`src/xim_pkg.sv`:
```
package xim_pkg;

    // Widths of the datapath
    localparam int unsigned DATA_W = 8;
    localparam int unsigned ADDR_W = 12;
    localparam int unsigned PC_W = 21;
    localparam int unsigned WORD_W = 16;

    // Opcode patterns
    localparam logic [15:0] OP_CALL_WORKING_REGISTER = 16'h0014;
    localparam logic [7:0] OP_MOVE_HI = 8'heb;
    localparam logic [7:0] OP_PUSH_HI = 8'hfa;
    localparam logic [3:0] SECOND_WORD_PREFIX = 4'hf;
    localparam int unsigned MOVE_KIND_BIT = 7;

    // Arithmetic steps
    localparam logic [20:0] RET_ADDR_STEP = 21'h000002;
    localparam logic [11:0] FP_STEP = 12'h001;

    // Indirect-addressing register windows, five registers each
    localparam logic [2:0][11:0] IND_BASES = {12'hfdb, 12'hfe3, 12'hfeb};
    localparam logic [11:0] IND_SPAN_M1 = 12'h004;
    localparam logic [7:0] SRC_INDIRECT_VALUE = 8'h00;

    // Q phases of one instruction cycle, four ref_clk cycles long
    localparam logic [1:0] PH_Q1 = 2'h0;
    localparam logic [1:0] PH_Q2 = 2'h1;
    localparam logic [1:0] PH_Q3 = 2'h2;
    localparam logic [1:0] PH_Q4 = 2'h3;
    localparam logic [1:0] PHASE_RESET = 2'h0;

    // Instruction cycle counts
    localparam int unsigned CALL_CYCLES = 2;
    localparam int unsigned MOVE_CYCLES = 2;
    localparam int unsigned PUSH_CYCLES = 1;

    typedef enum logic [2:0] {
        XIM_OP_NONE,
        XIM_OP_CALL,
        XIM_OP_MOVE_INDEXED_TO_FILE,
        XIM_OP_MOVE_INDEXED_TO_INDEXED,
        XIM_OP_PUSH
    } xim_op_e;

    typedef enum logic [1:0] {
        XIM_ST_IDLE,
        XIM_ST_EXEC,
        XIM_ST_CALL_NOP,
        XIM_ST_MOVE_DEST
    } xim_state_e;

    typedef struct packed {
        xim_op_e op;
        logic [6:0] offset;
        logic [7:0] literal;
    } xim_decode_s;

    typedef struct packed {
        logic rd_en;
        logic wr_en;
        logic [11:0] addr;
        logic [7:0] wdata;
    } xim_mem_req_s;

    typedef struct packed {
        logic stack_push;
        logic [20:0] ret_addr;
        logic pc_load;
        logic [20:0] pc_target;
    } xim_pc_ctl_s;

    typedef struct packed {
        logic wr_en;
        logic [11:0] value;
    } xim_fp_wr_s;

endpackage : xim_pkg

```
`src/xim_exec.sv`:
```
//Contract
// RULE1: A computed call first pushes its own address plus two onto the return stack.
// RULE2: The call then loads PC low from the working register and PC high and upper from latches.
// RULE3: The computed call lasts two instruction cycles, the second a no-operation.
// RULE4: The computed call leaves the working register, status flags and bank select untouched.
// RULE5: The indexed-to-file move reads at frame pointer plus the first word's 7-bit offset.
// RULE6: The indexed-to-file move writes to the 12-bit address in its 1111-prefixed second word.
// RULE7: Both moves reach the whole 4096-byte data space.
// RULE8: Software never targets the low PC byte or the stack-top bytes with either move.
// RULE9: A move whose source is an indirect-addressing register moves 00h.
// RULE10: The indexed-to-indexed move forms both addresses as frame pointer plus a 7-bit offset.
// RULE11: An indexed-to-indexed move whose destination is indirect writes nothing.
// RULE12: The literal push stores its byte at the frame pointer and then decrements it by one.
// RULE13: The literal push is decoded from 1111 1010 kkkk kkkk and takes one instruction cycle.
// RULE14: All four instructions exist only while the extended set is enabled.
// RULE15: Both moves take two cycles, read in the first, write in the last phase, set no flags.
module xim_exec (
    // Clock and reset
    input logic ref_clk,
    input logic reset,
    // Mode
    input logic ext_enable,
    // Fetch path
    input logic fetch_valid,
    input logic [15:0] fetch_word,
    input logic [20:0] pc_current,
    output logic claim,
    output logic nop_cycle,
    // Core registers
    input logic [7:0] working_register,
    input logic [7:0] pc_high_latch,
    input logic [7:0] pc_upper_latch,
    input logic [11:0] frame_pointer,
    output xim_pkg::xim_fp_wr_s fp_wr,
    // Program counter and return stack
    output xim_pkg::xim_pc_ctl_s pc_ctl,
    // Data memory
    output xim_pkg::xim_mem_req_s mem_req,
    input logic [7:0] mem_rd_data
);
    import xim_pkg::*;

    typedef struct packed {
        xim_state_e st;
        xim_op_e op;
        logic [7:0] data;
        logic [11:0] src;
        logic dest_ok;
        logic nop;
        xim_mem_req_s mem;
        xim_pc_ctl_s pc;
        xim_fp_wr_s fp;
    } xim_exec_s;

    xim_exec_s r_reg;
    xim_exec_s r_next;
    logic [1:0] q_phase;
    xim_decode_s decoded;
    logic [11:0] dest_addr;
    logic decode_hit;

    // Address falls in one of the indirect-register windows
    function automatic logic is_indirect(input logic [11:0] a);
        logic hit;
        hit = 1'b0;
        for (int i = 0; i < 3; i++)
        begin
            if (a >= IND_BASES[i] && a <= IND_BASES[i] + IND_SPAN_M1)
                hit = 1'b1;
        end
        return hit;
    endfunction : is_indirect

    xim_qphase u_qphase (
        .ref_clk(ref_clk),
        .reset(reset),
        .q_phase(q_phase)
    );

    xim_decode u_decode (
        .fetch_word(fetch_word),
        .ext_enable(ext_enable),
        .decoded(decoded)
    );

    // Opcode recognised in Q1 of an idle cycle
    assign decode_hit = (q_phase == PH_Q1) && fetch_valid && (decoded.op != XIM_OP_NONE);

    // Destination of the second word, 12-bit wrap over the data space
    always_comb
    begin
        if (r_reg.op == XIM_OP_MOVE_INDEXED_TO_FILE)
            dest_addr = fetch_word[11:0]; // RULE6
        else
            dest_addr = frame_pointer + {5'h00, decoded.offset}; // RULE10 RULE7
    end

    // Sequencer
    always_comb
    begin
        r_next = r_reg;
        r_next.mem.rd_en = 1'b0;
        r_next.mem.wr_en = 1'b0;
        r_next.pc.stack_push = 1'b0;
        r_next.pc.pc_load = 1'b0;
        r_next.fp.wr_en = 1'b0;
        case (r_reg.st)
            XIM_ST_IDLE:
            begin
                if (decode_hit)
                begin
                    r_next.st = XIM_ST_EXEC;
                    r_next.op = decoded.op;
                    r_next.data = decoded.literal;
                    r_next.src = frame_pointer + {5'h00, decoded.offset}; // RULE5 RULE10 RULE7
                    r_next.pc.ret_addr = pc_current + RET_ADDR_STEP; // RULE1
                end
            end
            XIM_ST_EXEC:
            begin
                case (r_reg.op)
                    XIM_OP_CALL:
                    begin
                        if (q_phase == PH_Q2)
                            r_next.pc.stack_push = 1'b1; // RULE1
                        if (q_phase == PH_Q3)
                        begin
                            // Only the PC moves; W, flags and bank select stay put
                            r_next.pc.pc_load = 1'b1; // RULE2 RULE4
                            r_next.pc.pc_target = {pc_upper_latch[4:0], pc_high_latch,
                                working_register}; // RULE2
                        end
                        if (q_phase == PH_Q4)
                        begin
                            r_next.st = XIM_ST_CALL_NOP; // RULE3
                            r_next.nop = 1'b1;
                        end
                    end
                    XIM_OP_PUSH:
                    begin
                        if (q_phase == PH_Q3)
                        begin
                            r_next.mem.wr_en = 1'b1; // RULE12
                            r_next.mem.addr = frame_pointer;
                            r_next.mem.wdata = r_reg.data;
                            r_next.fp.wr_en = 1'b1;
                            r_next.fp.value = frame_pointer - FP_STEP; // RULE12
                        end
                        if (q_phase == PH_Q4)
                            r_next.st = XIM_ST_IDLE; // RULE13
                    end
                    XIM_OP_MOVE_INDEXED_TO_FILE, XIM_OP_MOVE_INDEXED_TO_INDEXED:
                    begin
                        // Indirect sources are never read, so no side effect fires
                        if (q_phase == PH_Q3 && !is_indirect(r_reg.src))
                        begin
                            r_next.mem.rd_en = 1'b1; // RULE15
                            r_next.mem.addr = r_reg.src;
                        end
                        if (q_phase == PH_Q4)
                        begin
                            r_next.data = r_reg.mem.rd_en ? mem_rd_data
                                : SRC_INDIRECT_VALUE; // RULE9
                            r_next.st = XIM_ST_MOVE_DEST;
                        end
                    end
                    default:
                    begin
                        r_next.st = XIM_ST_IDLE;
                    end
                endcase
            end
            XIM_ST_CALL_NOP:
            begin
                if (q_phase == PH_Q4)
                begin
                    r_next.st = XIM_ST_IDLE; // RULE3
                    r_next.nop = 1'b0;
                end
            end
            XIM_ST_MOVE_DEST:
            begin
                if (q_phase == PH_Q1)
                begin
                    r_next.mem.addr = dest_addr;
                    r_next.dest_ok = fetch_valid
                        && (fetch_word[15:12] == SECOND_WORD_PREFIX) // RULE6
                        && !(r_reg.op == XIM_OP_MOVE_INDEXED_TO_INDEXED && is_indirect(dest_addr)); // RULE11
                end
                if (q_phase == PH_Q3 && r_reg.dest_ok)
                begin
                    r_next.mem.wr_en = 1'b1; // RULE15
                    r_next.mem.wdata = r_reg.data;
                end
                if (q_phase == PH_Q4)
                    r_next.st = XIM_ST_IDLE;
            end
            default:
            begin
                r_next.st = XIM_ST_IDLE;
            end
        endcase
    end

    always_ff @(posedge ref_clk)
    begin
        if (reset)
            r_reg <= '0;
        else
            r_reg <= r_next;
    end

    // Outputs
    assign claim = (r_reg.st != XIM_ST_IDLE) || decode_hit; // RULE14
    assign nop_cycle = r_reg.nop;
    assign mem_req = r_reg.mem;
    assign pc_ctl = r_reg.pc;
    assign fp_wr = r_reg.fp;
endmodule : xim_exec

```
`src/xim_qphase.sv`:
```
module xim_qphase (
    // Clock and reset
    input logic ref_clk,
    input logic reset,
    // Phase of the instruction cycle
    output logic [1:0] q_phase
);
    import xim_pkg::*;

    typedef struct packed {
        logic [1:0] phase;
    } xim_qstate_s;

    xim_qstate_s q_reg;
    xim_qstate_s q_next;

    // Free-running Q1..Q4 divider
    always_comb
    begin
        q_next = q_reg;
        q_next.phase = q_reg.phase + 2'h1;
    end

    always_ff @(posedge ref_clk)
    begin
        if (reset)
        begin
            q_reg.phase <= PHASE_RESET;
        end
        else
        begin
            q_reg <= q_next;
        end
    end

    assign q_phase = q_reg.phase;

endmodule : xim_qphase

```
`src/xim_decode.sv`:
```
module xim_decode (
    // Fetched word and mode
    input logic [15:0] fetch_word,
    input logic ext_enable,
    // Decoded fields
    output xim_pkg::xim_decode_s decoded
);
    import xim_pkg::*;

    // Opcode classification, gated by the extension mode
    function automatic xim_op_e op_of(input logic [15:0] w, input logic en);
        xim_op_e op;
        op = XIM_OP_NONE;
        if (en)
        begin
            if (w == OP_CALL_WORKING_REGISTER)
                op = XIM_OP_CALL;
            else if (w[15:8] == OP_MOVE_HI)
                op = w[MOVE_KIND_BIT] ? XIM_OP_MOVE_INDEXED_TO_INDEXED : XIM_OP_MOVE_INDEXED_TO_FILE;
            else if (w[15:8] == OP_PUSH_HI)
                op = XIM_OP_PUSH;
        end
        return op;
    endfunction : op_of

    // Field extraction
    always_comb
    begin
        decoded.op = op_of(fetch_word, ext_enable); // RULE14 RULE13
        decoded.offset = fetch_word[6:0];
        decoded.literal = fetch_word[7:0];
    end

endmodule : xim_decode

```
`config.mk`:
```
export PLATFORM = sky130hd
export DESIGN_NAME = xim_exec
export DESIGN_NICKNAME = d
export VERILOG_FILES = /design/src/xim_pkg.sv /design/src/xim_exec.sv /design/src/xim_qphase.sv /design/src/xim_decode.sv
export SDC_FILE = /design/constraint.sdc
export NUM_CORES = 1
export LEC_CHECK = 0
export BUFFER_PORTS_ARGS = -buffer_cell sky130_fd_sc_hd__buf_2
export CAP_MARGIN = 30
export CORE_MARGIN = 5
export CORE_UTILIZATION = 45
export CTS_CLUSTER_SIZE = 40
export DETAILED_ROUTE_END_ITERATION = 6
export PLACE_DENSITY = 0.7
export SYNTH_ARGS = -nofsm -noshare
export SYNTH_HDL_FRONTEND = slang
export SYNTH_HIERARCHICAL = 1
export SYNTH_SLANG_ARGS = --single-unit
```
`constraint.sdc`:
```
create_clock -name ref_clk -period 5.1 [get_ports ref_clk]
set_clock_uncertainty 0.1 [all_clocks]
set_input_delay 0.765 -clock ref_clk [delete_from_list [all_inputs] [get_ports ref_clk]]
set_output_delay 0.765 -clock ref_clk [all_outputs]
set_load 0.005 [all_outputs]
```
---- Word-level counts from Yosys, hierarchy flattened ----
Index checks and enable logic that the tools add are counted.
cells by class
  $add $sub $neg .......................... 4
  $lt $le $gt $ge ......................... 12
  equal/unequal tests ..................... 28
  multiplexer cells ....................... 43
  bitwise gates (word level) .............. 4
  reduce and logical (&&, ||, !) cells .... 37
operators with widths
  operator                                            number
  >= comparator 12 bit, second input constant         6
  <= comparator 12 bit, second input constant         6
  case mux 21 bit (2 select lines)                    1
  2-to-1 mux 8 bit                                    5
  2-to-1 mux 12 bit                                   3
  2-to-1 mux 25 bit                                   1
  case mux 12 bit (2 select lines)                    1
  2-to-1 mux 22 bit                                   1
  adder 21 x 2 -> 21 bit, second input constant       1
  2-to-1 mux 21 bit                                   1
  2-to-1 mux 1 bit                                    18
  == test 16 x 5 -> 1 bit, second input constant      1
  == test 8 bit, second input constant                2
  case mux 8 bit (2 select lines)                     1
  logical AND 1 bit                                   13
  2-to-1 mux 13 bit                                   1
  adder 12 x 7 -> 12 bit                              1
  2-to-1 mux 3 bit                                    4
  != test 2 bit, second input constant                6
  != test 3 bit, second input constant                4
  case mux 2 bit (3 select lines)                     2
  AND reduction 4 bit                                 3
  subtractor 12 x 1 -> 12 bit, second input constant  1
  AND reduction 3 bit                                 3
  other kinds (21)                                    42
storage, ports and cells
  register bits after elaboration ......... 108

---- Longest topological paths before layout ----
Gate-level depths: netlist of run 1.
  word-level depth ........................ 12
  mapped depth ............................ 10

---- Hierarchy ----
Netlist of run 1, hierarchy kept.
by module, submodules not included
  module      times used  cells each  area each (um^2)  seq. area each (um^2)
  xim_exec    1           686         5644.2            2122.0
  xim_decode  1           28          224.0             0.0
  xim_qphase  1           5           56.3              40.0

---- Worst setup path before layout of run 1 ----
OpenSTA, ideal clock, no wires.
  kind .................................... input to register
  start point ............................. in fetch_word[0]
  end point ............................... reg r_reg, in the netlist mem_req[14]
  library setup time ...................... 0.086 ns
  data arrival time ....................... 2.847 ns
  data required time ...................... 4.914 ns
  path slack .............................. 2.068 ns
  cell stages on the path ................. 10
  path buffers ............................ 1
  path through ............................ buf_4 ha_1 fa_1 and3_1 o21a_1 or3_1 a22oi_1 mux2_2 a222oi_1 a211oi_1
on the way
  word-level cells in the longest chain between the ends .. 4
ends and longest elaborated chain
  element                           RTL line         source
  start, declared                   xim_exec.sv:25   input logic [15:0] fetch_word,
  adder 12 x 7 -> 12 bit            xim_exec.sv:95   dest_addr = frame_pointer + {5'h00, decoded.offset};
  2-to-1 mux 12 bit                 xim_exec.sv:92   if (r_reg.op == XIM_OP_MOVE_INDEXED_TO_FILE)
  2-to-1 mux 12 bit                 xim_exec.sv:183  if (q_phase == PH_Q1)
  case mux 21 bit (2 select lines)  xim_exec.sv:107  case (r_reg.st)
  end signal, assigned              xim_exec.sv:210  r_reg <= r_next;
  end, declared                     xim_exec.sv:55   xim_exec_s r_reg;
No other way between the ends. The select of a mux whose other input is x is not followed.
A chain may end at the register's enable or synchronous reset.

---- Final worst setup path of run 1 ----
  start point ............................. reg u_qphase.q_reg, in the netlist u_qphase/q_phase[1]
  end point ............................... reg r_reg, in the netlist mem_req[13]
on the way
  word-level cells in the longest chain between the ends .. 4
ends and longest elaborated chain
  element                            RTL line                          source
  start, declared                    xim_qphase.sv:14                  xim_qstate_s q_reg;
  start signal, assigned             xim_qphase.sv:32                  q_reg <= q_next;
  == test 2 bit                      xim_exec.sv:141, xim_exec.sv:155
  logical AND 1 bit                  xim_exec.sv:155                   if (q_phase == PH_Q3 && !is_indirect(r_reg.src))
  != test 3 bit (no line)            --
  AND reduction 5 bit (no line) (*)  --
Every way passes the cells marked *; elsewhere a longest branch is shown, timed or not.

==> impl_metrics.tcl, run 1 <==
set metrics [dict create \
    outcome "finished, final reports clean" \
    ant_nets 0 \
    detail_route.vias_per_cell 5.31 \
    netlist_area_um2 5920 \
    ys_types 59 \
    max_slew.worst_pin.slew_ns 1.00 \
    p_per_cell_area_nw_per_um2 272 \
    synth_cells 719 \
    fin_cells 940 \
    cts_buffers 9 \
    die_y_um 125 \
    post-cts-setup-buffers 0 \
    largest_reg_flops 44 \
    critPathRequiredTime_ns 5.22 \
    h-tree-depth 3 \
    max_cap_violations 0 \
    max_stage_delay_ns 0.91 \
    final_hold_viol_count 0 \
    hpwl_detailed_mm 10.6 \
    critPathMaxFanout 27 \
    quantity_of_gates_resized_following_cts 0 \
    average_cell_area_after_synthesis_um2 8.24 \
    cpMaxStageDelayCell "sky130_fd_sc_hd__and4_1" \
    hold_path_class "register to register" \
    final.fill_count 1292 \
    grt_overflow_total 0 \
    floorplan.io_pins 166 \
    nNetsFinal 854 \
    first_iter_violations 359 \
    buffer_ports.inserted 162 \
    grt_pass1_vias 4601 \
    grt_antenna_before_repair 1 \
    placement.cell_area_um2 6130 \
    netlist.top_cell.by_area "sky130_fd_sc_hd__dfxtp_1" \
    placed_cells_incl_taps 924 \
    period_share 0.647 \
    seq_area_frac_synth 0.365 \
    critPathCaptureType "register" \
    proportion_of_synthesized_flip_flops_having_asynchronous_set_or_reset 0 \
    worst-endpoint-arrival_ns 3.42 \
    design_power_total_mw 1.76 \
    vdd_drop_max_v 0.000122 \
    cts_root_buffer "sky130_fd_sc_hd__clkbuf_16" \
    worstPathCellList "nor2b_1 -> and4_1 -> or3_1 -> o211ai_1 -> o21ai_1 -> nor2_1" \
    antenna_cells_inserted 0 \
    ys_ff_latch 108 \
    global_route.usage.total 0.181 \
    vias 4989 \
    cts_tree "yes" \
    gp_congestion 0.816 \
    startpoint_type "register" \
    area_contributors_post_synth "sky130_fd_sc_hd__dfxtp_1, sky130_fd_sc_hd__buf_4, sky130_fd_sc_hd__nor2_1, sky130_fd_sc_hd__a211oi_1, sky130_fd_sc_hd__nand2_1" \
    ctsHoldBuffers 0 \
    dr.pass1.iters 5 \
    slew_violations 0 \
    global_route_wire_length_before_repair_mm 23.6 \
    post-route-util 0.493 \
    power_leakage_nw 2.61 \
    drc_violations 0 \
    netlist.area_leader.share 0.365 \
    drive_above_1_share 0.254 \
    relative_slew_slack 0.329 \
    fp.dieW_um 125 \
    core_um2 13100 \
    timing.final.ws_setup_ns 1.80 \
    final_wirelength_mm 14.4 \
    place_worst_setup_slack_ns 1.74 \
    clk_transition_reported_paths_ns 0.07 \
    maxClockFrequency_mhz 303 \
    type_of_the_setup_path_with_the_least_slack "register to register" \
    ys_dominant_reg_cell "sky130_fd_sc_hd__dfxtp_1" \
    initial_utilization 0.453 \
    clk-insertion-delay-late_ns 0.35 \
    grt_max_degree 73 \
    fin_hold_ws_ns 0.351 \
    wl_per_cell_um 15.3 \
    finalCriticalPeriod_ns 3.30 \
    finalSetupTns_ns 0 \
    setup-violations-final 0 \
    clock_sink_count 108 \
    syn-num-nets 814 \
    unrepaired_setup_endpoints_after_global_routing "false" \
    maximum_clock_path_buffer_count 2 \
    fp-row-count 42 \
    growth_of_design_area_from_synthesis_to_finish_pct 8.93 \
    floorplan.die_area_um2 15600 \
    synth_warnings 6 \
    postLayoutCellArea_um2 6450 \
    number_of_enable_type_register_cells_in_the_synthesized_netlist 0 \
]
-- metal layers --
metal | track usage | part of all wire
met5 | 0 | 0.00049
met4 | 0.0716 | 0.024
met1 | 0.239 | 0.45
met3 | 0.0510 | 0.077
met2 | 0.279 | 0.45
-- path summary, 6_finish.rpt --
path / from / to / slack (ns) / cells past startpoint
worst min register to register: pc_ctl[13] / pc_ctl[13] / 0.35 / 2
worst max-delay path: u_qphase/q_phase[1] / mem_req[13] / 1.80 / 6
worst min-delay path: pc_ctl[13] / pc_ctl[13] / 0.35 / 2
worst max register to register: u_qphase/q_phase[1] / mem_req[13] / 1.80 / 6
-- Yosys cell counts (3+ instances only) --
library cell and n:
sky130_fd_sc_hd__dfxtp_1 108, sky130_fd_sc_hd__buf_4 94, sky130_fd_sc_hd__nor2_1 93, sky130_fd_sc_hd__nand2_1 89, sky130_fd_sc_hd__a211oi_1 46, sky130_fd_sc_hd__a21oi_1 44
sky130_fd_sc_hd__clkbuf_1 33, sky130_fd_sc_hd__xor2_1 21, sky130_fd_sc_hd__xnor2_1 13, sky130_fd_sc_hd__a22oi_1 12, sky130_fd_sc_hd__and3_1 12, sky130_fd_sc_hd__mux2i_1 12
sky130_fd_sc_hd__ha_1 9, sky130_fd_sc_hd__nor3_1 9, sky130_fd_sc_hd__o21ai_0 8, sky130_fd_sc_hd__a222oi_1 7, sky130_fd_sc_hd__nand3_1 7, sky130_fd_sc_hd__a311oi_1 6
sky130_fd_sc_hd__nand2b_1 6, sky130_fd_sc_hd__or3_1 6, sky130_fd_sc_hd__buf_2 5, sky130_fd_sc_hd__nand4_1 5, sky130_fd_sc_hd__nor2b_1 5, sky130_fd_sc_hd__and2_1 4
sky130_fd_sc_hd__and4_1 4, sky130_fd_sc_hd__mux2_2 4, sky130_fd_sc_hd__o21ai_1 4, sky130_fd_sc_hd__a21o_1 3, sky130_fd_sc_hd__a31oi_1 3, sky130_fd_sc_hd__buf_1 3
sky130_fd_sc_hd__nor3b_1 3, sky130_fd_sc_hd__nor4_1 3, sky130_fd_sc_hd__o211ai_1 3, sky130_fd_sc_hd__o21a_1 3
-- cell type report --
cell class              instances  area [µm²]  share of cell area
repair buffers                165         856               0.133
clock buffers                  12         246              0.0382
well taps                     176         220              0.0341
multi-input cells             473        2890               0.448
flip-flops and latches        108        2160               0.335
inverters                       2        7.51             0.00116
clock inverters                 4        72.6              0.0112
-- worst max-delay path, delay by kind of cell, from the launching register on --
kind               cells  cell delay (ns)
and+or+nand+nor        4             2.18
DFF                    1             0.51
AOI/OAI and AO/OA      2             0.38
-- cells by family (layout without fill, tap and decap cells) --
family                     after synthesis  in the layout  synth area share
muxes                                   16             16            0.0279
and+or+nand+nor                        260            260             0.208
buffers and inverters                  138            183             0.148
DFF                                    108            108             0.365
adders and majority gates               10             10            0.0224
AOI/OAI and AO/OA                      153            153             0.178
xor gates and xnor gates                34             34            0.0503
-- where the power goes --
part	switching [mW]	leakage, nW	internal (mW)
clock	0.300	0.153	0.443
combinational	0.0961	1.59	0.0675
sequential	0.00411	0.870	0.845
total	0.401	2.61	1.36
-- placed cells by master, fill, tap and decap left out, drive strengths merged, types with 7 or more instances in the layout --
| master | n |
|---|---|
| a211oi | 47 |
| a21oi | 44 |
| a222oi | 7 |
| a22oi | 12 |
| and3 | 12 |
| buf | 165 |
| clkbuf | 12 |
| dfxtp | 108 |
| ha | 9 |
| mux2i | 12 |
| nand2 | 89 |
| nand3 | 7 |
| nor2 | 93 |
| nor3 | 10 |
| o21ai | 12 |
| xnor2 | 13 |
| xor2 | 21 |
No activity file was read; power rests on OpenSTA's default activity.
==> run 2: changes to the inputs <==
==> constraint.sdc (replaced) <==
create_clock -name ref_clk -period 3.2 [get_ports ref_clk]
set_clock_uncertainty 0.1 [all_clocks]
set_input_delay 0.48 -clock ref_clk [delete_from_list [all_inputs] [get_ports ref_clk]]
set_output_delay 0.48 -clock ref_clk [all_outputs]
set_load 0.005 [all_outputs]
==> impl_metrics.tcl, run 2 (same netlist as run 1, synthesis figures left out) <==
set metrics [dict create \
    nNetsFinal 861 \
    max_cap_violations 0 \
    growth_of_design_area_from_synthesis_to_finish_pct 9.82 \
    final_hold_viol_count 0 \
    post-cts-setup-buffers 0 \
    ant_nets 0 \
    wl_per_cell_um 15.3 \
    clock_sink_count 108 \
    grt_antenna_before_repair 2 \
    core_um2 13100 \
    cts_root_buffer "sky130_fd_sc_hd__clkbuf_16" \
    multiInputGateArea_um2 2890 \
    grt_max_degree 77 \
    die_y_um 125 \
    layout.cells.most_common "sky130_fd_sc_hd__buf_2" \
    final_wirelength_mm 14.5 \
    max_slew.worst_pin.slew_ns 0.915 \
    grt_overflow_total 0 \
    startpoint_type "primary input" \
    outcome "finished, final reports clean" \
    dr.pass1.iters 5 \
    worstPathCellList "buf_2 -> ha_1 -> fa_1 -> and3_1 -> o21a_1 -> or3_1 -> a22oi_1 -> mux2_2 -> a222oi_1 -> a211oi_1" \
    quantity_of_gates_resized_following_cts 0 \
    vias 4994 \
    clk-insertion-delay-late_ns 0.35 \
    timing.rr.end "mem_req[17]" \
    slew_violations 0 \
    hpwl_detailed_mm 10.7 \
    timing.reg2reg.worst_path_depth 8 \
    grt_pass1_vias 4632 \
    rrSetupSlack_ns 0.70 \
    cts_tree "yes" \
    floorplan.die_area_um2 15600 \
    p_per_cell_area_nw_per_um2 424 \
    critPathCaptureType "register" \
    vdd_drop_max_v 0.000208 \
    drive_above_1_share 0.263 \
    setup-violations-final 0 \
    relative_slew_slack 0.388 \
    fp.dieW_um 125 \
    fp-row-count 42 \
    unrepaired_setup_endpoints_after_global_routing "false" \
    place_worst_setup_slack_ns 0.195 \
    clk_transition_reported_paths_ns 0.07 \
    hold_path_class "primary input to register" \
    crit-reg2reg-launch "r_reg[104]" \
    finalSetupTns_ns 0 \
    first_iter_violations 309 \
    max_stage_delay_ns 0.40 \
    power_leakage_nw 2.64 \
    detail_route.vias_per_cell 5.27 \
    largest_reg_flops 44 \
    worst-endpoint-arrival_ns 2.86 \
    cts_buffers 9 \
    h-tree-depth 3 \
    initial_utilization 0.453 \
    drc_violations 0 \
    global_route_wire_length_before_repair_mm 23.6 \
    critPathRequiredTime_ns 3.36 \
    type_of_the_setup_path_with_the_least_slack "primary input to register" \
    finalCriticalPeriod_ns 2.70 \
    buffer_ports.inserted 162 \
    maximum_clock_path_buffer_count 2 \
    ctsHoldBuffers 0 \
    final-seq-area_um2 2160 \
    min-delay-start "pc_current[1]" \
    timing.final.ws_setup_ns 0.505 \
    final_cell_mix "sky130_fd_sc_hd__buf_2, sky130_fd_sc_hd__dfxtp_1, sky130_fd_sc_hd__nor2_1" \
    final.fill_count 1306 \
    period_share 0.842 \
    cpMaxStageDelayCell "sky130_fd_sc_hd__fa_1" \
    floorplan.io_pins 166 \
    global_route.usage.total 0.182 \
    gp_congestion 0.862 \
    maxClockFrequency_mhz 371 \
    min_path_cells 2 \
    worst_hold_path.endpoint "pc_ctl[23]" \
    critPathMaxFanout 6 \
]
[run 2: cell types whose count changed in the layout (fill, tap and decap cells not counted)]
cell,previous run,this run
sky130_fd_sc_hd__bufinv_16,2,1
sky130_fd_sc_hd__buf_4,3,9
sky130_fd_sc_hd__diode_2,0,1
sky130_fd_sc_hd__clkinvlp_4,1,2
sky130_fd_sc_hd__buf_12,0,2
sky130_fd_sc_hd__clkbuf_1,2,0
sky130_fd_sc_hd__inv_6,0,1
sky130_fd_sc_hd__buf_16,1,0
sky130_fd_sc_hd__clkbuf_8,1,2
[run 2: area by class of cell]
cell class / count / share of cell area
Clock buffer: 11 / 0.0388
Multi-Input combinational cell: 473 / 0.444
Timing Repair Buffer: 172 / 0.140
Inverter: 2 / 0.00115
Sequential cell: 108 / 0.332
Tap cell: 176 / 0.0338
Antenna cell: 1 / 0.000385
Clock inverter: 5 / 0.00904
[run 2: layer usage]
metal  global-route usage  wire length (µm)  part of all wire  up-vias
met5                    0                 7           0.00048        -
met4               0.0722               312             0.022        2
met3               0.0489               981             0.068       27
met2                0.287              6570              0.45      174
met1                0.237              6590              0.46     2257
li1                     -                 -                 -     2534
[run 2: worst max path at each step]
stage,start,to,slack (ns)
final,frame_pointer[0],mem_req[14],0.50
after floorplan,fetch_word[0],mem_req[14],0.45
after detailed placement,frame_pointer[0],mem_req[14],0.20
after global routing,fetch_word[1],r_reg[97],0.19
after CTS,frame_pointer[0],mem_req[14],0.53
after global placement,frame_pointer[0],mem_req[14],0.20
[run 2: power by group]
| part | total [mW] | switching (mW) | internal [mW] |
|---|---|---|---|
| Clock | 1.15 | 0.495 | 0.651 |
| Combinational | 0.260 | 0.152 | 0.107 |
| Sequential | 1.35 | 0.00630 | 1.35 |
| Total | 2.76 | 0.654 | 2.10 |
[run 2: through the flow]
stage	hold slack [ns]	power (mW)	utilization	std cells	cell area, µm²
after floorplan	0.337	1.54	-	719	5920
after global placement	0.340	1.64	0.473	931	6190
after global routing	0.235	2.89	0.497	948	6510
after detailed placement	0.345	1.64	0.473	931	6190
final	0.245	2.76	0.497	948	6510
after CTS	0.230	2.80	0.497	947	6500
[run 2: critical path: cells and delay by family]
kind	cells	cell delay, ns
and+or+nand+nor	2	0.54
muxes	1	0.21
buffers and inverters	1	0.14
adders and majority gates	2	0.63
AOI/OAI and AO/OA	4	0.85
==> run 3: changes to the inputs <==
--- a/config.mk
+++ b/config.mk
@@ -11,7 +11,7 @@
 export CORE_UTILIZATION = 45
 export CTS_CLUSTER_SIZE = 40
 export DETAILED_ROUTE_END_ITERATION = 6
-export PLACE_DENSITY = 0.7
+export PLACE_DENSITY = 0.73
 export SYNTH_ARGS = -nofsm -noshare
 export SYNTH_HDL_FRONTEND = slang
 export SYNTH_HIERARCHICAL = 1
==> constraint.sdc (replaced) <==
create_clock -name ref_clk -period 2.2 [get_ports ref_clk]
set_clock_uncertainty 0.1 [all_clocks]
set_input_delay 0.33 -clock ref_clk [delete_from_list [all_inputs] [get_ports ref_clk]]
set_output_delay 0.33 -clock ref_clk [all_outputs]
set_load 0.005 [all_outputs]
==> impl_metrics.tcl, run 3 (same netlist as run 1, synthesis figures left out) <==
set metrics [dict create \
    critPathMaxFanout 3 \
    unrepaired_setup_endpoints_after_global_routing "true" \
    timing.final.ws_setup_ns -0.0101 \
    wl_per_cell_um 15.7 \
    floorplan.io_pins 166 \
    first_iter_violations 389 \
    postLayoutCellArea_um2 7280 \
    outcome "complete, but fails checks" \
    clk_transition_reported_paths_ns 0.08 \
    final_wirelength_mm 16.1 \
    fp.dieW_um 125 \
    critPathCaptureType "register" \
    die_y_um 125 \
    worstPathCellList "buf_8 -> ha_4 -> fa_2 -> and3_4 -> o21a_1 -> or3_1 -> a22oi_2 -> o21ai_1 -> nor4_1 -> a21oi_1" \
    growth_of_design_area_from_synthesis_to_finish_pct 22.9 \
    cts_buffers 9 \
    placed_cells_incl_taps 996 \
    nNetsFinal 937 \
    fin_cells 1025 \
    worst-endpoint-arrival_ns 2.34 \
    drc_violations 0 \
    detail_route.vias_per_cell 5.23 \
    ant_nets 0 \
    startpoint_type "primary input" \
    period_share 1.00 \
    hold_path_class "primary input to register" \
    violated_checks "setup timing" \
    max_cap_violations 0 \
    buffer_ports.inserted 162 \
    clk-insertion-delay-late_ns 0.35 \
    gp_congestion 0.911 \
    gate_family_responsible_for_the_most_delay_along_the_worst_path "simple AND/OR/NAND/NOR gates" \
    initial_utilization 0.453 \
    finalCriticalPeriod_ns 2.21 \
    setup-violations-final 1 \
    hpwl_detailed_mm 11.9 \
    relative_slew_slack 0.657 \
    floorplan.die_area_um2 15600 \
    largest_reg_flops 44 \
    type_of_the_setup_path_with_the_least_slack "primary input to register" \
    grt_antenna_before_repair 2 \
    vdd_drop_max_v 0.000318 \
    critical_path_buf_inv_count 1 \
    max_stage_delay_ns 0.36 \
    final_hold_viol_count 0 \
    global_route.usage.total 0.194 \
    global_route_wire_length_before_repair_mm 24.7 \
    grt_max_degree 45 \
    maxClockFrequency_mhz 452 \
    fp-row-count 42 \
    finalSetupTns_ns -0.0101 \
    placement.cell_area_um2 6790 \
    critPathRequiredTime_ns 2.33 \
    h-tree-depth 3 \
    grt_pass1_vias 4933 \
    core_um2 13100 \
    power_leakage_nw 3.02 \
    final_cell_mix "sky130_fd_sc_hd__buf_2, sky130_fd_sc_hd__dfxtp_1, sky130_fd_sc_hd__nor2_1" \
    slew_violations 0 \
    clock_sink_count 108 \
    cts_tree "yes" \
    p_per_cell_area_nw_per_um2 555 \
    dr.pass1.iters 5 \
    maximum_clock_path_buffer_count 2 \
    cts_root_buffer "sky130_fd_sc_hd__clkbuf_16" \
    max_slew.worst_pin.slew_ns 0.514 \
    grt_overflow_total 0 \
    layout.cells.most_common "sky130_fd_sc_hd__buf_2" \
    cpMaxStageDelayCell "sky130_fd_sc_hd__or3_1" \
    vias 5356 \
    drive_above_1_share 0.352 \
]
run 3: routing by layer:
layer / global-route usage / part of all wire / vias to the layer above / wire (µm)
met3: 0.0557 / 0.082 / 37 / 1310
li1: - / - / 2681 / -
met4: 0.0922 / 0.029 / 2 / 465
met1: 0.247 / 0.43 / 2439 / 6850
met2: 0.303 / 0.46 / 197 / 7430
met5: 0 / 0.00081 / - / 13
run 3: final cells by class:
cell class	instances	area [µm²]
clock buffer	11	233
inverter	2	7.51
tap	176	220
multi-input combinational	473	3050
timing repair buffer	248	1560
antenna	2	5.00
clock inverter	5	45.0
fill	1227	5800
sequential	108	2160
run 3: final timing paths:
kind,cells after the start,from,end,slack (ns)
worst max-delay path,10,fetch_word[0],r_reg[80],-0.01
worst min-delay path,2,pc_current[1],pc_ctl[23],0.09
worst max register to register,6,r_reg[86],mem_req[9],0.09
worst min register to register,2,pc_ctl[3],pc_ctl[3],0.35
run 3: where the power goes:
part | internal [mW] | leakage (nW) | switching [mW]
clock network | 0.787 | 0.132 | 0.772
logic | 0.252 | 2.02 | 0.270
registers | 1.96 | 0.870 | 0.00233
total | 3.00 | 3.02 | 1.04
run 3: stage by stage:
step	hold WS, ns	setup WS [ns]	power, mW	utilization
after floorplan	0.297	-0.238	2.27	-
after global placement	0.339	-0.343	2.50	0.519
after detailed placement	0.343	-0.418	2.50	0.519
after CTS	0.0800	-0.0163	4.07	0.543
after global routing	0.0903	-0.0445	4.20	0.556
final	0.0923	-0.0101	4.04	0.556
run 3: what timing repair did:
action / 4_1_cts / 5_1_grt
buffers inserted: 2 / 6
endpoints found under the hold margin: 0 / 0
hold buffers: 0 / 0
gates cloned: 0 / 3
gates resized for setup: 7 / 16
pin swaps: 6 / 16
endpoints found under the setup margin: 14 / 38
